<file path="config.mk">
export PLATFORM = sky130hd
export DESIGN_NAME = irad_decoder
export DESIGN_NICKNAME = d
export VERILOG_FILES = /design/src/rtl/irad_pkg.sv /design/src/rtl/irad_decoder.sv /design/src/rtl/irad_region_match.sv
export SDC_FILE = /design/constraint.sdc
export NUM_CORES = 1
export LEC_CHECK = 0
export BUFFER_PORTS_ARGS = -buffer_cell sky130_fd_sc_hd__buf_2
export CAP_MARGIN = 20
export CORE_UTILIZATION = 45
export DETAILED_ROUTE_END_ITERATION = 6
export GPL_TIMING_DRIVEN = 0
export MAX_ROUTING_LAYER = met4
export PLACE_DENSITY = 0.9
export SYNTH_ARGS = -nofsm -noshare
export SYNTH_HDL_FRONTEND = slang
export SYNTH_HIERARCHICAL = 1
export SYNTH_SLANG_ARGS = --single-unit
</file>
<file path="constraint.sdc">
create_clock -name core_clk -period 2.01 [get_ports core_clk]
set_clock_uncertainty 0.1 [all_clocks]
set_input_delay 0.1005 -clock core_clk [delete_from_list [all_inputs] [get_ports core_clk]]
set_output_delay 0.1005 -clock core_clk [all_outputs]
set_load 0.01 [all_outputs]
</file>
<file path="src/rtl/irad_pkg.sv">
// Package: address map constants and carrier types for the register window decoder
package irad_pkg;

  localparam int ADDR_W = 36;
  localparam int OFFS_W = 16;
  localparam int BASE_W = ADDR_W - OFFS_W;
  localparam int NUM_REGIONS = 16;

  // Default window base, upper 20 bits of 0xF_FF1F_0000
  localparam logic [BASE_W-1:0] DEFAULT_BASE = 20'hFFF1F;
  // Core 32-bit uncached segment and its physical image
  localparam logic [31:0] KSEG_VIRT_LO = 32'hFF00_0000;
  localparam logic [31:0] KSEG_VIRT_HI = 32'hFF3F_FFFF;
  localparam logic [ADDR_W-1:0] KSEG_PHYS_LO = 36'hF_FF00_0000;

  // Region index encoding, one select bit each
  localparam int SEL_SDRAM = 0;
  localparam int SEL_EBUS = 1;
  localparam int SEL_ECC = 2;
  localparam int SEL_DMA_A = 3;
  localparam int SEL_DMA_B = 4;
  localparam int SEL_PCI = 5;
  localparam int SEL_CFG = 6;
  localparam int SEL_TMR_A = 7;
  localparam int SEL_TMR_B = 8;
  localparam int SEL_TMR_C = 9;
  localparam int SEL_SER_A = 10;
  localparam int SEL_SER_B = 11;
  localparam int SEL_PARIO = 12;
  localparam int SEL_IRQ = 13;
  localparam int SEL_AUDIO = 14;
  localparam int SEL_BOOT = 15;

  // Region bounds, inclusive offsets
  localparam logic [OFFS_W-1:0] SDRAM_LO = 16'h8000;
  localparam logic [OFFS_W-1:0] SDRAM_HI = 16'h8FFF;
  localparam logic [OFFS_W-1:0] EBUS_LO = 16'h9000;
  localparam logic [OFFS_W-1:0] EBUS_HI = 16'h9FFF;
  localparam logic [OFFS_W-1:0] ECC_LO = 16'hA000;
  localparam logic [OFFS_W-1:0] ECC_HI = 16'hAFFF;
  localparam logic [OFFS_W-1:0] DMA_A_LO = 16'hB000;
  localparam logic [OFFS_W-1:0] DMA_A_HI = 16'hB7FF;
  localparam logic [OFFS_W-1:0] DMA_B_LO = 16'hB800;
  localparam logic [OFFS_W-1:0] DMA_B_HI = 16'hBFFF;
  localparam logic [OFFS_W-1:0] PCI_LO = 16'hD000;
  localparam logic [OFFS_W-1:0] PCI_HI = 16'hDFFF;
  localparam logic [OFFS_W-1:0] CFG_LO = 16'hE000;
  localparam logic [OFFS_W-1:0] CFG_HI = 16'hEFFF;
  localparam logic [OFFS_W-1:0] TMR_A_LO = 16'hF000;
  localparam logic [OFFS_W-1:0] TMR_A_HI = 16'hF0FF;
  localparam logic [OFFS_W-1:0] TMR_B_LO = 16'hF100;
  localparam logic [OFFS_W-1:0] TMR_B_HI = 16'hF1FF;
  localparam logic [OFFS_W-1:0] TMR_C_LO = 16'hF200;
  localparam logic [OFFS_W-1:0] TMR_C_HI = 16'hF2FF;
  localparam logic [OFFS_W-1:0] SER_A_LO = 16'hF300;
  localparam logic [OFFS_W-1:0] SER_A_HI = 16'hF3FF;
  localparam logic [OFFS_W-1:0] SER_B_LO = 16'hF400;
  localparam logic [OFFS_W-1:0] SER_B_HI = 16'hF4FF;
  localparam logic [OFFS_W-1:0] PARIO_LO = 16'hF500;
  localparam logic [OFFS_W-1:0] PARIO_HI = 16'hF50F;
  localparam logic [OFFS_W-1:0] IRQ_LO = 16'hF510;
  localparam logic [OFFS_W-1:0] IRQ_HI = 16'hF6FF;
  localparam logic [OFFS_W-1:0] AUDIO_LO = 16'hF700;
  localparam logic [OFFS_W-1:0] AUDIO_HI = 16'hF7FF;

  // Named 64-bit registers inside the memory and bus controller regions
  localparam logic [OFFS_W-1:0] SDRAM_CHAN_FIRST = 16'h8000;
  localparam logic [OFFS_W-1:0] SDRAM_CHAN_LAST = 16'h8018;
  localparam logic [OFFS_W-1:0] SDRAM_TIMING = 16'h8040;
  localparam logic [OFFS_W-1:0] SDRAM_COMMAND = 16'h8058;
  localparam logic [OFFS_W-1:0] EBUS_CHAN_FIRST = 16'h9000;
  localparam logic [OFFS_W-1:0] EBUS_CHAN_LAST = 16'h9038;
  localparam logic [OFFS_W-1:0] REG_STRIDE = 16'h0008;
  localparam int WORD_HALF_BIT = 2;
  localparam int DWORD_BITS = 3;

  // Boot memory region, a plain default size of 4 MB ending just below 0x0_2000_0000
  localparam logic [ADDR_W-1:0] BOOT_LO = 36'h0_1FC0_0000;
  localparam logic [ADDR_W-1:0] BOOT_HI = 36'h0_1FFF_FFFF;

  typedef enum logic [1:0] {
    IRAD_SIZE_W32 = 2'h1,
    IRAD_SIZE_W64 = 2'h2,
    IRAD_SIZE_OTHER = 2'h0
  } irad_size_type;

  typedef enum logic [1:0] {
    IRAD_SRC_CORE = 2'h0,
    IRAD_SRC_PCI_TGT = 2'h1,
    IRAD_SRC_PCI_CFG = 2'h2
  } irad_src_type;

  typedef enum logic [1:0] {
    IRAD_LANE_BOTH = 2'h3,
    IRAD_LANE_HIGH = 2'h2,
    IRAD_LANE_LOW = 2'h1,
    IRAD_LANE_NONE = 2'h0
  } irad_lane_type;

  typedef struct packed {
    logic valid;
    irad_src_type src;
    logic virt32;
    logic [ADDR_W-1:0] addr;
    irad_size_type size;
  } irad_req_type;

  typedef struct packed {
    logic hit;
    logic [NUM_REGIONS-1:0] sel;
    logic [OFFS_W-1:0] offs;
    irad_lane_type lane;
    logic reg64;
    logic sizeOk;
    logic littleEndian;
    logic bootHit;
  } irad_resp_type;

  // Window and boot source control, driven from configuration logic outside
  typedef struct packed {
    logic relocEn;
    logic [BASE_W-1:0] relocBase;
    logic bigEndian;
    logic bootFromPci;
  } irad_cfg_type;

endpackage

</file>
<file path="src/rtl/irad_decoder.sv">
// Internal register window and peripheral region decoder
//
// How it works
// - Decode full 36-bit physical address space.
// - 64 KB window, default or pointer base.
// - Both bases reach the same register.
// - Core 32-bit uncached segment maps default window.
// - After reset only window and boot mapped.
// - Boot from external channel 0 or PCI.
// - Other spaces placed by their own controllers.
// - 64-bit registers take 64 or 32-bit halves.
// - Satellite config cycles any size, little-endian.
// - External PCI masters reach internal resources.
// - SDRAM, external bus, ECC 4 KB regions.
// - Two DMA units, 2 KB each.
// - PCI and chip configuration regions.
// - Three 256-byte timer regions.
// - Two serial ports, 16-byte parallel port.
// - Interrupt and audio link regions.
// - Reserved and unassigned ranges select nothing.
// - SDRAM channel, timing, command registers.
// - Eight external bus channel registers.
`timescale 1ns/100ps
module irad_decoder (
  input wire logic core_clk,
  input wire logic rst,
  input wire irad_pkg::irad_req_type req,
  input wire irad_pkg::irad_cfg_type cfg,
  output irad_pkg::irad_resp_type resp,
  output logic mapLocked
);
  import irad_pkg::*;

  typedef enum logic [2:0] {
    IRAD_ST_BOOT = 3'b001,
    IRAD_ST_RUN = 3'b010,
    IRAD_ST_HOLD = 3'b100
  } irad_state_type;

  irad_state_type state_q, state_d;
  irad_resp_type resp_q, resp_d;

  logic [ADDR_W-1:0] physAddr;
  logic [BASE_W-1:0] addrBase;
  logic [OFFS_W-1:0] offs;
  logic defHit, relHit, inWindow, bootHit;
  logic [NUM_REGIONS-1:0] sel;
  logic reg64;
  logic sizeOk;
  irad_lane_type lane;
  logic le;

  // Core 32-bit uncached segment translation
  always_comb begin
    physAddr = req.addr;
    if (req.virt32 && req.src == IRAD_SRC_CORE && req.addr[31:0] >= KSEG_VIRT_LO &&
        req.addr[31:0] <= KSEG_VIRT_HI) begin
      physAddr = KSEG_PHYS_LO | {12'h000, 24'(req.addr[31:0] - KSEG_VIRT_LO)};
    end
  end

  assign addrBase = physAddr[ADDR_W-1:OFFS_W];
  assign offs = physAddr[OFFS_W-1:0];

  // Window hit at fixed base or pointer base
  always_comb begin
    defHit = (addrBase == DEFAULT_BASE);
    relHit = cfg.relocEn && (addrBase == cfg.relocBase);
    // PCI target and satellite config requests come already window relative
    inWindow = req.valid && (defHit || relHit || req.src != IRAD_SRC_CORE);
  end

  // Region comparators
  irad_region_match #(
    .LO(SDRAM_LO),
    .HI(SDRAM_HI)
  ) u_sdram_match (
    .inWindow(inWindow),
    .offs(offs),
    .hit(sel[SEL_SDRAM])
  );

  irad_region_match #(
    .LO(EBUS_LO),
    .HI(EBUS_HI)
  ) u_ebus_match (
    .inWindow(inWindow),
    .offs(offs),
    .hit(sel[SEL_EBUS])
  );

  irad_region_match #(
    .LO(ECC_LO),
    .HI(ECC_HI)
  ) u_ecc_match (
    .inWindow(inWindow),
    .offs(offs),
    .hit(sel[SEL_ECC])
  );

  irad_region_match #(
    .LO(DMA_A_LO),
    .HI(DMA_A_HI)
  ) u_dma_a_match (
    .inWindow(inWindow),
    .offs(offs),
    .hit(sel[SEL_DMA_A])
  );

  irad_region_match #(
    .LO(DMA_B_LO),
    .HI(DMA_B_HI)
  ) u_dma_b_match (
    .inWindow(inWindow),
    .offs(offs),
    .hit(sel[SEL_DMA_B])
  );

  irad_region_match #(
    .LO(PCI_LO),
    .HI(PCI_HI)
  ) u_pci_match (
    .inWindow(inWindow),
    .offs(offs),
    .hit(sel[SEL_PCI])
  );

  irad_region_match #(
    .LO(CFG_LO),
    .HI(CFG_HI)
  ) u_cfg_match (
    .inWindow(inWindow),
    .offs(offs),
    .hit(sel[SEL_CFG])
  );

  irad_region_match #(
    .LO(TMR_A_LO),
    .HI(TMR_A_HI)
  ) u_tmr_a_match (
    .inWindow(inWindow),
    .offs(offs),
    .hit(sel[SEL_TMR_A])
  );

  irad_region_match #(
    .LO(TMR_B_LO),
    .HI(TMR_B_HI)
  ) u_tmr_b_match (
    .inWindow(inWindow),
    .offs(offs),
    .hit(sel[SEL_TMR_B])
  );

  irad_region_match #(
    .LO(TMR_C_LO),
    .HI(TMR_C_HI)
  ) u_tmr_c_match (
    .inWindow(inWindow),
    .offs(offs),
    .hit(sel[SEL_TMR_C])
  );

  irad_region_match #(
    .LO(SER_A_LO),
    .HI(SER_A_HI)
  ) u_ser_a_match (
    .inWindow(inWindow),
    .offs(offs),
    .hit(sel[SEL_SER_A])
  );

  irad_region_match #(
    .LO(SER_B_LO),
    .HI(SER_B_HI)
  ) u_ser_b_match (
    .inWindow(inWindow),
    .offs(offs),
    .hit(sel[SEL_SER_B])
  );

  irad_region_match #(
    .LO(PARIO_LO),
    .HI(PARIO_HI)
  ) u_par_io_match (
    .inWindow(inWindow),
    .offs(offs),
    .hit(sel[SEL_PARIO])
  );

  irad_region_match #(
    .LO(IRQ_LO),
    .HI(IRQ_HI)
  ) u_irq_match (
    .inWindow(inWindow),
    .offs(offs),
    .hit(sel[SEL_IRQ])
  );

  irad_region_match #(
    .LO(AUDIO_LO),
    .HI(AUDIO_HI)
  ) u_audio_match (
    .inWindow(inWindow),
    .offs(offs),
    .hit(sel[SEL_AUDIO])
  );

  // Boot vector memory, the only other mapping after reset
  always_comb begin
    bootHit = req.valid && req.src == IRAD_SRC_CORE && !(defHit || relHit) &&
      physAddr >= BOOT_LO && physAddr <= BOOT_HI;
  end
  assign sel[SEL_BOOT] = bootHit;

  // Known 64-bit registers in SDRAM and external bus regions, plus the whole ECC and both DMA regions
  always_comb begin
    reg64 = 1'b0;
    if (sel[SEL_SDRAM] && (offs >= SDRAM_CHAN_FIRST && offs <= SDRAM_CHAN_LAST + 16'h0007 ||
        offs[15:3] == SDRAM_TIMING[15:3] || offs[15:3] == SDRAM_COMMAND[15:3])) begin
      reg64 = 1'b1;
    end
    if (sel[SEL_EBUS] && offs >= EBUS_CHAN_FIRST && offs <= EBUS_CHAN_LAST + 16'h0007) begin
      reg64 = 1'b1;
    end
    if (sel[SEL_ECC] || sel[SEL_DMA_A] || sel[SEL_DMA_B]) begin
      reg64 = 1'b1;
    end
  end

  // Size check and lane choice
  always_comb begin
    le = (req.src == IRAD_SRC_PCI_CFG) ? 1'b1 : !cfg.bigEndian;
    sizeOk = 1'b0;
    lane = IRAD_LANE_NONE;
    if (req.src == IRAD_SRC_PCI_CFG) begin
      sizeOk = 1'b1;
      lane = offs[WORD_HALF_BIT] ? IRAD_LANE_HIGH : IRAD_LANE_LOW;
    end else if (reg64) begin
      if (req.size == IRAD_SIZE_W64) begin
        sizeOk = 1'b1;
        lane = IRAD_LANE_BOTH;
      end else if (req.size == IRAD_SIZE_W32) begin
        sizeOk = 1'b1;
        lane = (offs[WORD_HALF_BIT] ^ le) ? IRAD_LANE_LOW : IRAD_LANE_HIGH;
      end
    end else if (req.size == IRAD_SIZE_W32) begin
      sizeOk = 1'b1;
      lane = IRAD_LANE_LOW;
    end
  end

  // Boot state: window and boot only until other maps are live
  always_comb begin
    state_d = state_q;
    unique case (state_q)
      IRAD_ST_BOOT: begin
        if (req.valid) begin
          state_d = IRAD_ST_RUN;
        end
      end
      IRAD_ST_RUN: begin
        if (cfg.relocEn) begin
          state_d = IRAD_ST_HOLD;
        end
      end
      IRAD_ST_HOLD: begin
        if (!cfg.relocEn) begin
          state_d = IRAD_ST_RUN;
        end
      end
      default: begin
        state_d = IRAD_ST_BOOT;
      end
    endcase
  end

  always_comb begin
    resp_d = '0;
    resp_d.hit = |sel;
    resp_d.sel = sel;
    resp_d.offs = offs;
    resp_d.lane = (|sel) ? lane : IRAD_LANE_NONE;
    resp_d.reg64 = reg64;
    resp_d.sizeOk = (|sel) && sizeOk;
    resp_d.littleEndian = le;
    resp_d.bootHit = bootHit && !cfg.bootFromPci;
  end

  always_ff @(posedge core_clk or posedge rst) begin
    if (rst) begin
      state_q <= IRAD_ST_BOOT;
      resp_q <= '0;
    end else begin
      state_q <= state_d;
      resp_q <= resp_d;
    end
  end

  assign resp = resp_q;
  assign mapLocked = (state_q == IRAD_ST_HOLD);

endmodule // irad_decoder

</file>
<file path="src/rtl/irad_region_match.sv">
// Inclusive offset range comparator for one peripheral region
`timescale 1ns/100ps
module irad_region_match #(
  parameter logic [15:0] LO = 16'h0000,
  parameter logic [15:0] HI = 16'hFFFF
) (
  input wire logic inWindow,
  input wire logic [15:0] offs,
  output logic hit
);
  always_comb begin
    hit = inWindow && (offs >= LO) && (offs <= HI);
  end
endmodule // irad_region_match
</file>
==> flow_summary.json, run 1 <==
{
  "cp_slowest_cell": "nor4_2",
  "relSlewSlack_pct": 42.9,
  "rows": 24,
  "finalCriticalPeriod_ns": 2.84,
  "diodes": 0,
  "status": "finished with violations",
  "numPortBuffers": 106,
  "cts_tree": "yes",
  "clkPwrFrac_pct": 28.7,
  "numClockSinks": 42,
  "cts_buffer_depth": 2,
  "first_iter_violations": 131,
  "n_fill_cell": 311,
  "syn_inst": 190,
  "cts_max_level": 2,
  "failed_checks": "DRC, setup timing",
  "syn2layout_area_growth_pct": 55.4,
  "routed_via_density": 5.53,
  "synth.distinct_cells": 49,
  "die_area_mm2": 0.00505,
  "grt_pass1_wl_um": 10100,
  "crit_fanout": 6,
  "root_buffer": "clkbuf_8",
  "cp-end-kind": "flop",
  "path_clk_slew_ns": 0.08,
  "seqCellArea_mm2": 0.00105,
  "initial_utilization_pct": 48.0,
  "dp_hpwl_um": 4090,
  "period_share_pct": 141,
  "ff2ff_path_depth": 2,
  "yosysWarnings": 6,
  "drv_slew": 0,
  "avgSynthCellArea_um2": 11.3,
  "design_area_mm2": 0.00334,
  "rsz0062_at_grt": "true",
  "dieHeight_um": 71.1,
  "power_density_mw_per_mm2": 576,
  "grt_pass1_vias": 2154,
  "core_area_mm2": 0.00447,
  "r2r-start": "state_q[0]",
  "internal-power_w": 0.00139,
  "setup_ws_ns": -0.829,
  "timing.rr.end": "state_q[1]",
  "worstPathCellList": "buf_2 > xnor2_1 > nand4_1 > nor4_2 > nand3_1 > o41ai_2 > and2_4 > buf_6 > and4b_1 > nor3b_2 > o211ai_1 > o21ai_2 > buf_4 > buf_6 > nand2_2 > o21ai_2 > a22oi_2",
  "cp_data_arrival_time_ns": 2.89,
  "max_cap_violations": 0,
  "power_leakage_nw": 1.59,
  "gr-total-overflow": 0,
  "routabilityCongestion": 0.829,
  "ant_nets": 0,
  "hold-path-endpoint": "resp[21]",
  "synthArstFlopShare_pct": 100,
  "drc": 5,
  "ys_ff_latch": 42,
  "multiInputGateArea_mm2": 0.00121,
  "first_pass_iters": 7,
  "syn-num-nets": 259,
  "drive_gt1_share_pct": 51.0,
  "ir_drop_mv": 0.445,
  "ys.flop_type": "dfrtp_1",
  "p_comb_share_pct": 23.1,
  "final_cells": 389,
  "synth_edf_count": 0,
  "critPathLaunchType": "input pin",
  "timing.final.hold_violations": 0,
  "hold_path.class": "input pin to flop",
  "drt_wl_total_um": 6310,
  "yosysSeqAreaShare_pct": 49.0,
  "tightest_slew_ns": 0.855,
  "power.switching_w": 0.000530,
  "hold_depth": 1,
  "finalSetupViolations": 14,
  "die_x_um": 71.1,
  "dp_cells": 348,
  "min_from": "req[17]",
  "hold_slack_ns": 0.0227,
  "dpl_cell_area_mm2": 0.00277,
  "rrSetupSlack_ns": 0.76,
  "critPathRequiredTime_ns": 2.06,
  "syn_area_mm2": 0.00215,
  "grt_max_degree": 43,
  "finalNetCount": 405,
  "critPathMaxStageDelay_ns": 0.38,
  "worstSetupPathType": "input pin to flop",
  "grt.total_usage_pct": 26.4,
  "sw_frac_of_total_pct": 27.6,
  "antenna_found_initial": 0,
  "clock_latency_ns": 0.28,
  "wl_per_cell_um": 16.2,
  "via_count": 2153,
  "cts_buffers": 5,
  "seqPwrFrac_pct": 48.2,
  "max_freq_mhz": 352,
  "io_pins": 107
}
## worst max-delay path: cells and delay by family
kind	cells	cell delay, ns
compound gates	5	0.72
simple gates	7	1.36
buf+inv	4	0.49
xor+xnor	1	0.21
## cells by family (layout without fill, tap and decap cells)
family / Yosys count / after routing / synth area share, %
simple gates: 96 / 96 / 31.0
flops: 42 / 42 / 49.0
compound gates: 23 / 23 / 9.27
xor+xnor: 19 / 19 / 7.75
buf+inv: 7 / 154 / 1.28
fa+ha+maj: 2 / 2 / 1.17
mux: 1 / 1 / 0.524
## worst max path at each step
stage | from | end | depth (start not counted)
after floorplan | req[31] | resp[4] | 14
after global placement | req[40] | resp[4] | 16
after detailed placement | req[40] | resp[4] | 16
after CTS | req[28] | resp[4] | 15
after global routing | req[28] | resp[2] | 18
final | req[33] | resp[2] | 17
## Yosys cell counts (all sizes together) (4+ instances only)
master,count,area [µm²]
inv,6,22.5
nand3,7,35.0
nor4,7,50.1
nor2,9,33.8
nand3b,4,42.5
nor4b,4,41.3
nand4,8,50.1
dfrtp,41,1030
nor3b,5,47.5
nand4b,6,52.6
a21oi,4,20.0
nand2,15,56.3
nor3,11,75.1
xnor2,19,166
## metal layers
layer	vias to the layer above	track usage [%]	part of all wire [%]
li1	1012	-	-
met1	1032	31.9	40
met2	95	44.9	52
met3	14	4.13	5.1
met4	0	9.56	2.5
met5	-	-	0
## what timing repair did
action / 4_1_cts / 5_1_grt
pin swaps: 21 / 18
hold buffers: 18 / 0
setup buffers: 12 / 6
endpoints found under the setup margin: 16 / 17
hold endpoints to repair: 58 / 0
gates resized for setup: 28 / 13
## layout by cell type, fill, tap and decap left out, types with 3 or more instances in the layout
cell / n
buf_6: 10
nand4b_1: 6
a21oi_1: 3
dlygate4sd3_1: 18
nand3_1: 7
nand2_1: 14
buf_4: 10
nor2_1: 7
nand4_1: 8
clkbuf_8: 6
nor3b_2: 3
nor4_1: 4
nand3b_1: 3
buf_2: 101
and4bb_2: 3
nor3_1: 5
dfrtp_1: 41
and4_4: 3
inv_1: 5
xnor2_1: 16
nor3_2: 5
## registers in the layout (all words and copies together), names as in the netlist
signal	flops
state_q	3
resp	39
## power groups by stage
stage | combinational, W | sequential (W) | clock [W]
final | 0.000443 | 0.000926 | 0.000552
after floorplan | 0.000162 | 0.000949 | 0
after global placement | 0.000337 | 0.000937 | 0
after global routing | 0.000479 | 0.000931 | 0.000594
after CTS | 0.000411 | 0.000925 | 0.000561
after detailed placement | 0.000347 | 0.000942 | 0
## metrics by stage
step           utilization (%)  setup slack (ns)  TNS [ns]  power, W
6_report                  74.6            -0.829     -5.69   0.00192
5_1_grt                   74.6             -1.01     -7.18   0.00200
4_1_cts                   72.5            -0.738     -3.89   0.00190
3_5_place_dp              61.9             -1.44    -11.33   0.00129
3_3_place_gp              61.9             -1.35    -10.18   0.00127
2_1_floorplan                -            -0.821     -3.57   0.00111
## cell type report
type / count / area share [%]
multi-input cells: 141 / 36.4
repair buffers: 140 / 26.6
inverters: 6 / 0.675
clock inverters: 2 / 0.375
well taps: 52 / 1.95
flip-flops and latches: 42 / 31.5
clock buffers: 6 / 2.47
(Power assumes the default switching activity.)
==> inputs of run 2 (changes only) <==
ABC_AREA = 1   (was unset)
CORE_ASPECT_RATIO = 1.5   (was unset)
PLACE_DENSITY = 0.87   (was 0.9)
==> flow_summary.json, run 2 <==
{
  "cts_max_level": 2,
  "critPathRequiredTime_ns": 2.08,
  "diodes": 0,
  "ys_ff_latch": 42,
  "hold_depth": 3,
  "largest_register_ffs": 39,
  "cp-end-kind": "flop",
  "final_common_cell": "nand2_1",
  "period_share_pct": 114,
  "relSlewSlack_pct": 44.9,
  "rsz0062_at_grt": "true",
  "cts_tree": "yes",
  "dieHeight_um": 94.3,
  "root_buffer": "clkbuf_8",
  "synth.distinct_cells": 27,
  "finalSetupViolations": 5,
  "syn_inst": 383,
  "r2r-start": "state_q[0]",
  "max_cap_violations": 0,
  "clock_latency_ns": 0.29,
  "first_pass_iters": 4,
  "rows": 33,
  "timing.final.hold_violations": 0,
  "dpl_cell_area_mm2": 0.00321,
  "drt_wl_total_um": 7330,
  "drive_gt1_share_pct": 36.7,
  "cp_slowest_cell": "a21oi_4",
  "gr-total-overflow": 0,
  "io_pins": 107,
  "ys.flop_type": "dfrtp_1",
  "ant_nets": 0,
  "wl_per_cell_um": 12.3,
  "tightest_slew_ns": 0.825,
  "critPathMaxStageDelay_ns": 0.25,
  "yosysTopAreaCellShare_pct": 40.1,
  "hold-path-endpoint": "state_q[2]",
  "numPortBuffers": 106,
  "worstPathCellList": "buf_2 > nor2_1 > nor2_1 > nor2_1 > nand2_1 > nor2_1 > nand3_2 > nor2_2 > nand3_2 > a21oi_4 > nand3_2 > nor2_4 > nand2_2 > nor4_4 > nand2_1 > nand3_4 > nor2_4 > nor2_1 > nand2_1 > nand2_1 > a21oi_2",
  "grt_pass1_vias": 2896,
  "rrSetupSlack_ns": 0.76,
  "initial_utilization_pct": 46.9,
  "min_from": "cfg[22]",
  "dp_hpwl_um": 5010,
  "path_clk_slew_ns": 0.08,
  "syn_area_mm2": 0.00256,
  "synthTopCellsByArea": "dfrtp_1 (40%), nand2_1 (17%), inv_1 (12%)",
  "die_area_mm2": 0.00599,
  "syn-num-nets": 452,
  "power_density_mw_per_mm2": 552,
  "final_cell_mix": "nand2_1 (105), buf_2 (95), inv_1 (79), nor2_1 (48), dfrtp_1 (41)",
  "pre_cts_slack_ns": -0.846,
  "finalCriticalPeriod_ns": 2.30,
  "die_x_um": 63.5,
  "antenna_found_initial": 0,
  "via_count": 2941,
  "worstSetupPathType": "input pin to flop",
  "routed_via_density": 4.93,
  "yosysWarnings": 6,
  "max_freq_mhz": 435,
  "core_area_mm2": 0.00545,
  "power_leakage_nw": 2.26,
  "numClockSinks": 42,
  "ir_drop_mv": 0.361,
  "cts_buffer_depth": 2,
  "ff2ff_path_depth": 5,
  "avgSynthCellArea_um2": 6.67,
  "cpMostUsedCell": "nor2_1",
  "finalNetCount": 594,
  "design_area_mm2": 0.00382,
  "synthArstFlopShare_pct": 100,
  "first_iter_violations": 288,
  "synth_edf_count": 0,
  "drc": 0,
  "hold_path.class": "input pin to flop",
  "yosysMostFrequentCell": "nand2_1",
  "drv_slew": 0,
  "setup_ws_ns": -0.290,
  "cp_data_arrival_time_ns": 2.37,
  "timing.rr.end": "state_q[2]",
  "status": "finished with violations",
  "grt_max_degree": 43,
  "crit_fanout": 6,
  "critPathLaunchType": "input pin",
  "synth_common_cells": "nand2_1 (115), inv_1 (84), nor2_1 (60)",
  "yosysSeqAreaShare_pct": 41.2,
  "grt.total_usage_pct": 25.5,
  "routabilityCongestion": 0.849,
  "grt_pass1_wl_um": 11700,
  "failed_checks": "setup timing",
  "syn2layout_area_growth_pct": 49.4,
  "cts_buffers": 5,
  "yosys.area.top_type": "dfrtp_1"
}
run 2: cell types whose count changed after synthesis, sizes merged, moves of 4 or more:
cell    change
nand4       -6
nor4b       -4
nand2     +105
nand4b      -6
nand3      +20
inv        +79
nor2       +62
xnor2      -19
nor3b       -5
run 2: power breakdown:
part / switching (W) / internal, W / leakage (nW)
registers: 0.0000216 / 0.000904 / 0.539
logic: 0.000315 / 0.000223 / 1.67
clock network: 0.000274 / 0.000370 / 0.0514
run 2: worst max path at each step:
stage / startpoint / slack, ns / to
after floorplan: req[40] / -0.32 / resp[4]
after global placement: req[24] / -0.78 / resp[4]
after detailed placement: req[24] / -0.85 / resp[4]
after CTS: req[39] / -0.19 / resp[4]
after global routing: req[23] / -0.43 / resp[4]
final: req[23] / -0.29 / resp[4]
run 2: repair_timing:
action	in CTS	in global routing
hold endpoints to repair	56	0
pin swaps	24	41
gates resized for setup	24	41
buffers inserted	8	5
hold buffers	16	0
gates cloned	1	0
setup endpoints to repair	5	5
run 2: cell type report:
class	count	area [µm²]
clock buffers	6	72.6
fillers	413	1630
inverters	85	322
flip-flops and latches	42	1050
clock inverters	2	37.5
well taps	70	87.6
repair buffers	135	853
multi-input cells	256	1400
run 2: metal layers:
layer	up-vias	global-route usage [%]	part of all wire (%)	wire length, µm
li1	1426	-	-	-
met1	1337	22.8	34	2510
met2	151	51.2	56	4140
met3	27	4.00	6.0	437
met4	0	11.0	3.3	240
met5	-	-	0	0
run 2: logic make-up (layout without fill, tap and decap cells):
logic type	count (synthesis)	count (layout)	synth area share, %
compound gates	14	14	3.18
xor+xnor	2	2	0.685
fa+ha+maj	2	2	0.979
buf+inv	85	228	12.5
flops	42	42	41.2
simple gates	238	238	41.5
run 2: stage by stage:
stage	utilization, %	total power, W	hold WS (ns)	cells	setup TNS [ns]
6_report	70.1	0.00211	0.00448	596	-1.04
3_5_place_dp	59.0	0.00139	0.110	559	-3.87
2_1_floorplan	-	0.00120	0.0319	383	-0.870
4_1_cts	66.9	0.00209	0.00185	592	-0.572
3_3_place_gp	59.0	0.00137	0.113	559	-3.32
5_1_grt	70.1	0.00224	0.0220	596	-1.77
run 2: critical path: cells and delay by family:
family | cells | cell delay, ns
simple gates | 18 | 1.86
compound gates | 2 | 0.29
buf+inv | 1 | 0.11
==> inputs of run 3 (changes only) <==
REMOVE_ABC_BUFFERS = 1   (was unset)
==> flow_summary.json, run 3 (synthesized netlist as in run 2, its figures left out) <==
{
  "crit_fanout": 7,
  "finalSetupViolations": 4,
  "tns_ns": -0.758,
  "design_area_mm2": 0.00385,
  "via_count": 2926,
  "period_share_pct": 110,
  "status": "finished with violations",
  "diodes": 0,
  "max_cap_violations": 0,
  "first_pass_iters": 4,
  "ant_nets": 0,
  "final_cells": 598,
  "final_cell_mix": "nand2_1 (104), buf_2 (100), inv_1 (81), nor2_1 (48), dfrtp_1 (41)",
  "grt_max_degree": 43,
  "finalCriticalPeriod_ns": 2.22,
  "ir_drop_mv": 0.250,
  "grt.total_usage_pct": 26.0,
  "setup_ws_ns": -0.206,
  "finalNetCount": 596,
  "hold_slack_ns": 0.0102,
  "gr-total-overflow": 0,
  "cts_buffers": 5,
  "die_x_um": 63.5,
  "grt_pass1_vias": 2897,
  "syn2layout_area_growth_pct": 50.7,
  "path_buf_inv": 1,
  "power_density_mw_per_mm2": 529,
  "max_freq_mhz": 451,
  "root_buffer": "clkbuf_8",
  "failed_checks": "setup timing",
  "n_fill_cell": 423,
  "cts_max_level": 2,
  "numClockSinks": 42,
  "wl_per_cell_um": 12.3,
  "antenna_found_initial": 0,
  "critPathLaunchType": "input pin",
  "worstSetupPathType": "input pin to flop",
  "io_pins": 107,
  "largest_register_ffs": 39,
  "routabilityCongestion": 0.823,
  "core_area_mm2": 0.00545,
  "drv_slew": 0,
  "power_leakage_nw": 2.28,
  "cp_top_family": "simple AND/OR/NAND/NOR gates",
  "relSlewSlack_pct": 43.4,
  "cp_slowest_cell": "a21oi_4",
  "dieHeight_um": 94.3,
  "initial_utilization_pct": 46.9,
  "cp_data_arrival_time_ns": 2.31,
  "drive_gt1_share_pct": 36.9,
  "routed_via_density": 4.89,
  "cts_tree": "yes",
  "p_total_w": 0.00204,
  "critPathRequiredTime_ns": 2.10,
  "worstPathCellList": "buf_6 > nor2_4 > nand2_2 > nor2_4 > nand2_4 > nand3_2 > nand3_2 > nor2_4 > nand3_2 > a21oi_4 > nand3_2 > nor2_4 > nand2_1 > nor4_2 > nand2_1 > nand3_4 > nor2_2 > nor2_1 > nand2_1 > nand2_1 > a21oi_1",
  "timing.final.hold_violations": 0,
  "clock_latency_ns": 0.30,
  "numPortBuffers": 106,
  "drc": 0,
  "tightest_slew_ns": 0.848,
  "cts_buffer_depth": 2,
  "rsz0062_at_grt": "true",
  "dpl_cell_area_mm2": 0.00319,
  "dp_cells": 560,
  "critPathMaxStageDelay_ns": 0.20,
  "seqCellArea_mm2": 0.00105,
  "rows": 33,
  "hold_path.class": "input pin to flop",
  "die_area_mm2": 0.00599,
  "grt_pass1_wl_um": 11900,
  "final_common_cell": "nand2_1",
  "first_iter_violations": 274,
  "path_clk_slew_ns": 0.08,
  "rrSetupSlack_ns": 0.76,
  "dp_hpwl_um": 4960,
  "cp-end-kind": "flop",
  "drt_wl_total_um": 7360,
  "multiInputGateArea_mm2": 0.00141
}
[run 3: cell count changes in the layout (fill, tap and decap cells not counted), moves of 2 or more]
cell,previous run,this run
buf_2,95,100
nand2_4,2,5
nand2_2,13,11
buf_4,16,10
inv_1,79,81
[run 3: final timing paths]
path                       startpoint    endpoint  depth (start not counted)
setup / recovery              req[39]     resp[4]                         21
hold / removal                req[17]    resp[21]                          1
setup reg to reg           state_q[0]  state_q[2]                          5
hold reg to reg            state_q[2]  state_q[0]                          3
max in group asynchronous         rst    resp[17]                          3
min in group asynchronous         rst     resp[0]                          3
[run 3: power breakdown]
part	switching, W	internal, W	total, W
Combinational	0.000315	0.000227	0.000543
Clock	0.000292	0.000276	0.000567
Sequential	0.0000224	0.000904	0.000926
[run 3: layout make-up]
type                    count  area share (%)
clock buffers               6            2.14
flip-flops and latches     42            27.3
multi-input cells         256            36.7
clock inverters             2           0.325
well taps                  70            2.27
repair buffers            137            23.0
inverters                  85            8.28
[run 3: stage by stage]
step	util, %	setup WS [ns]
after detailed placement	58.4	-0.994
after CTS	67.2	-0.167
final	70.7	-0.206
after global placement	58.2	-1.51
after floorplan	-	-0.793
after global routing	70.7	-0.360
[run 3: what timing repair did]
item	in CTS	in global routing
gates cloned	0	1
hold buffers	17	0
hold endpoints to repair	58	0
setup endpoints to repair	6	5
setup buffers	7	5
resized for setup	42	29
pin swaps	20	24
[run 3: per-layer routing]
| metal | global-route usage (%) | wire length, µm |
|---|---|---|
| met5 | - | 0 |
| met3 | 4.61 | 464 |
| met1 | 23.4 | 2540 |
| met2 | 51.2 | 4160 |
| met4 | 11.7 | 191 |
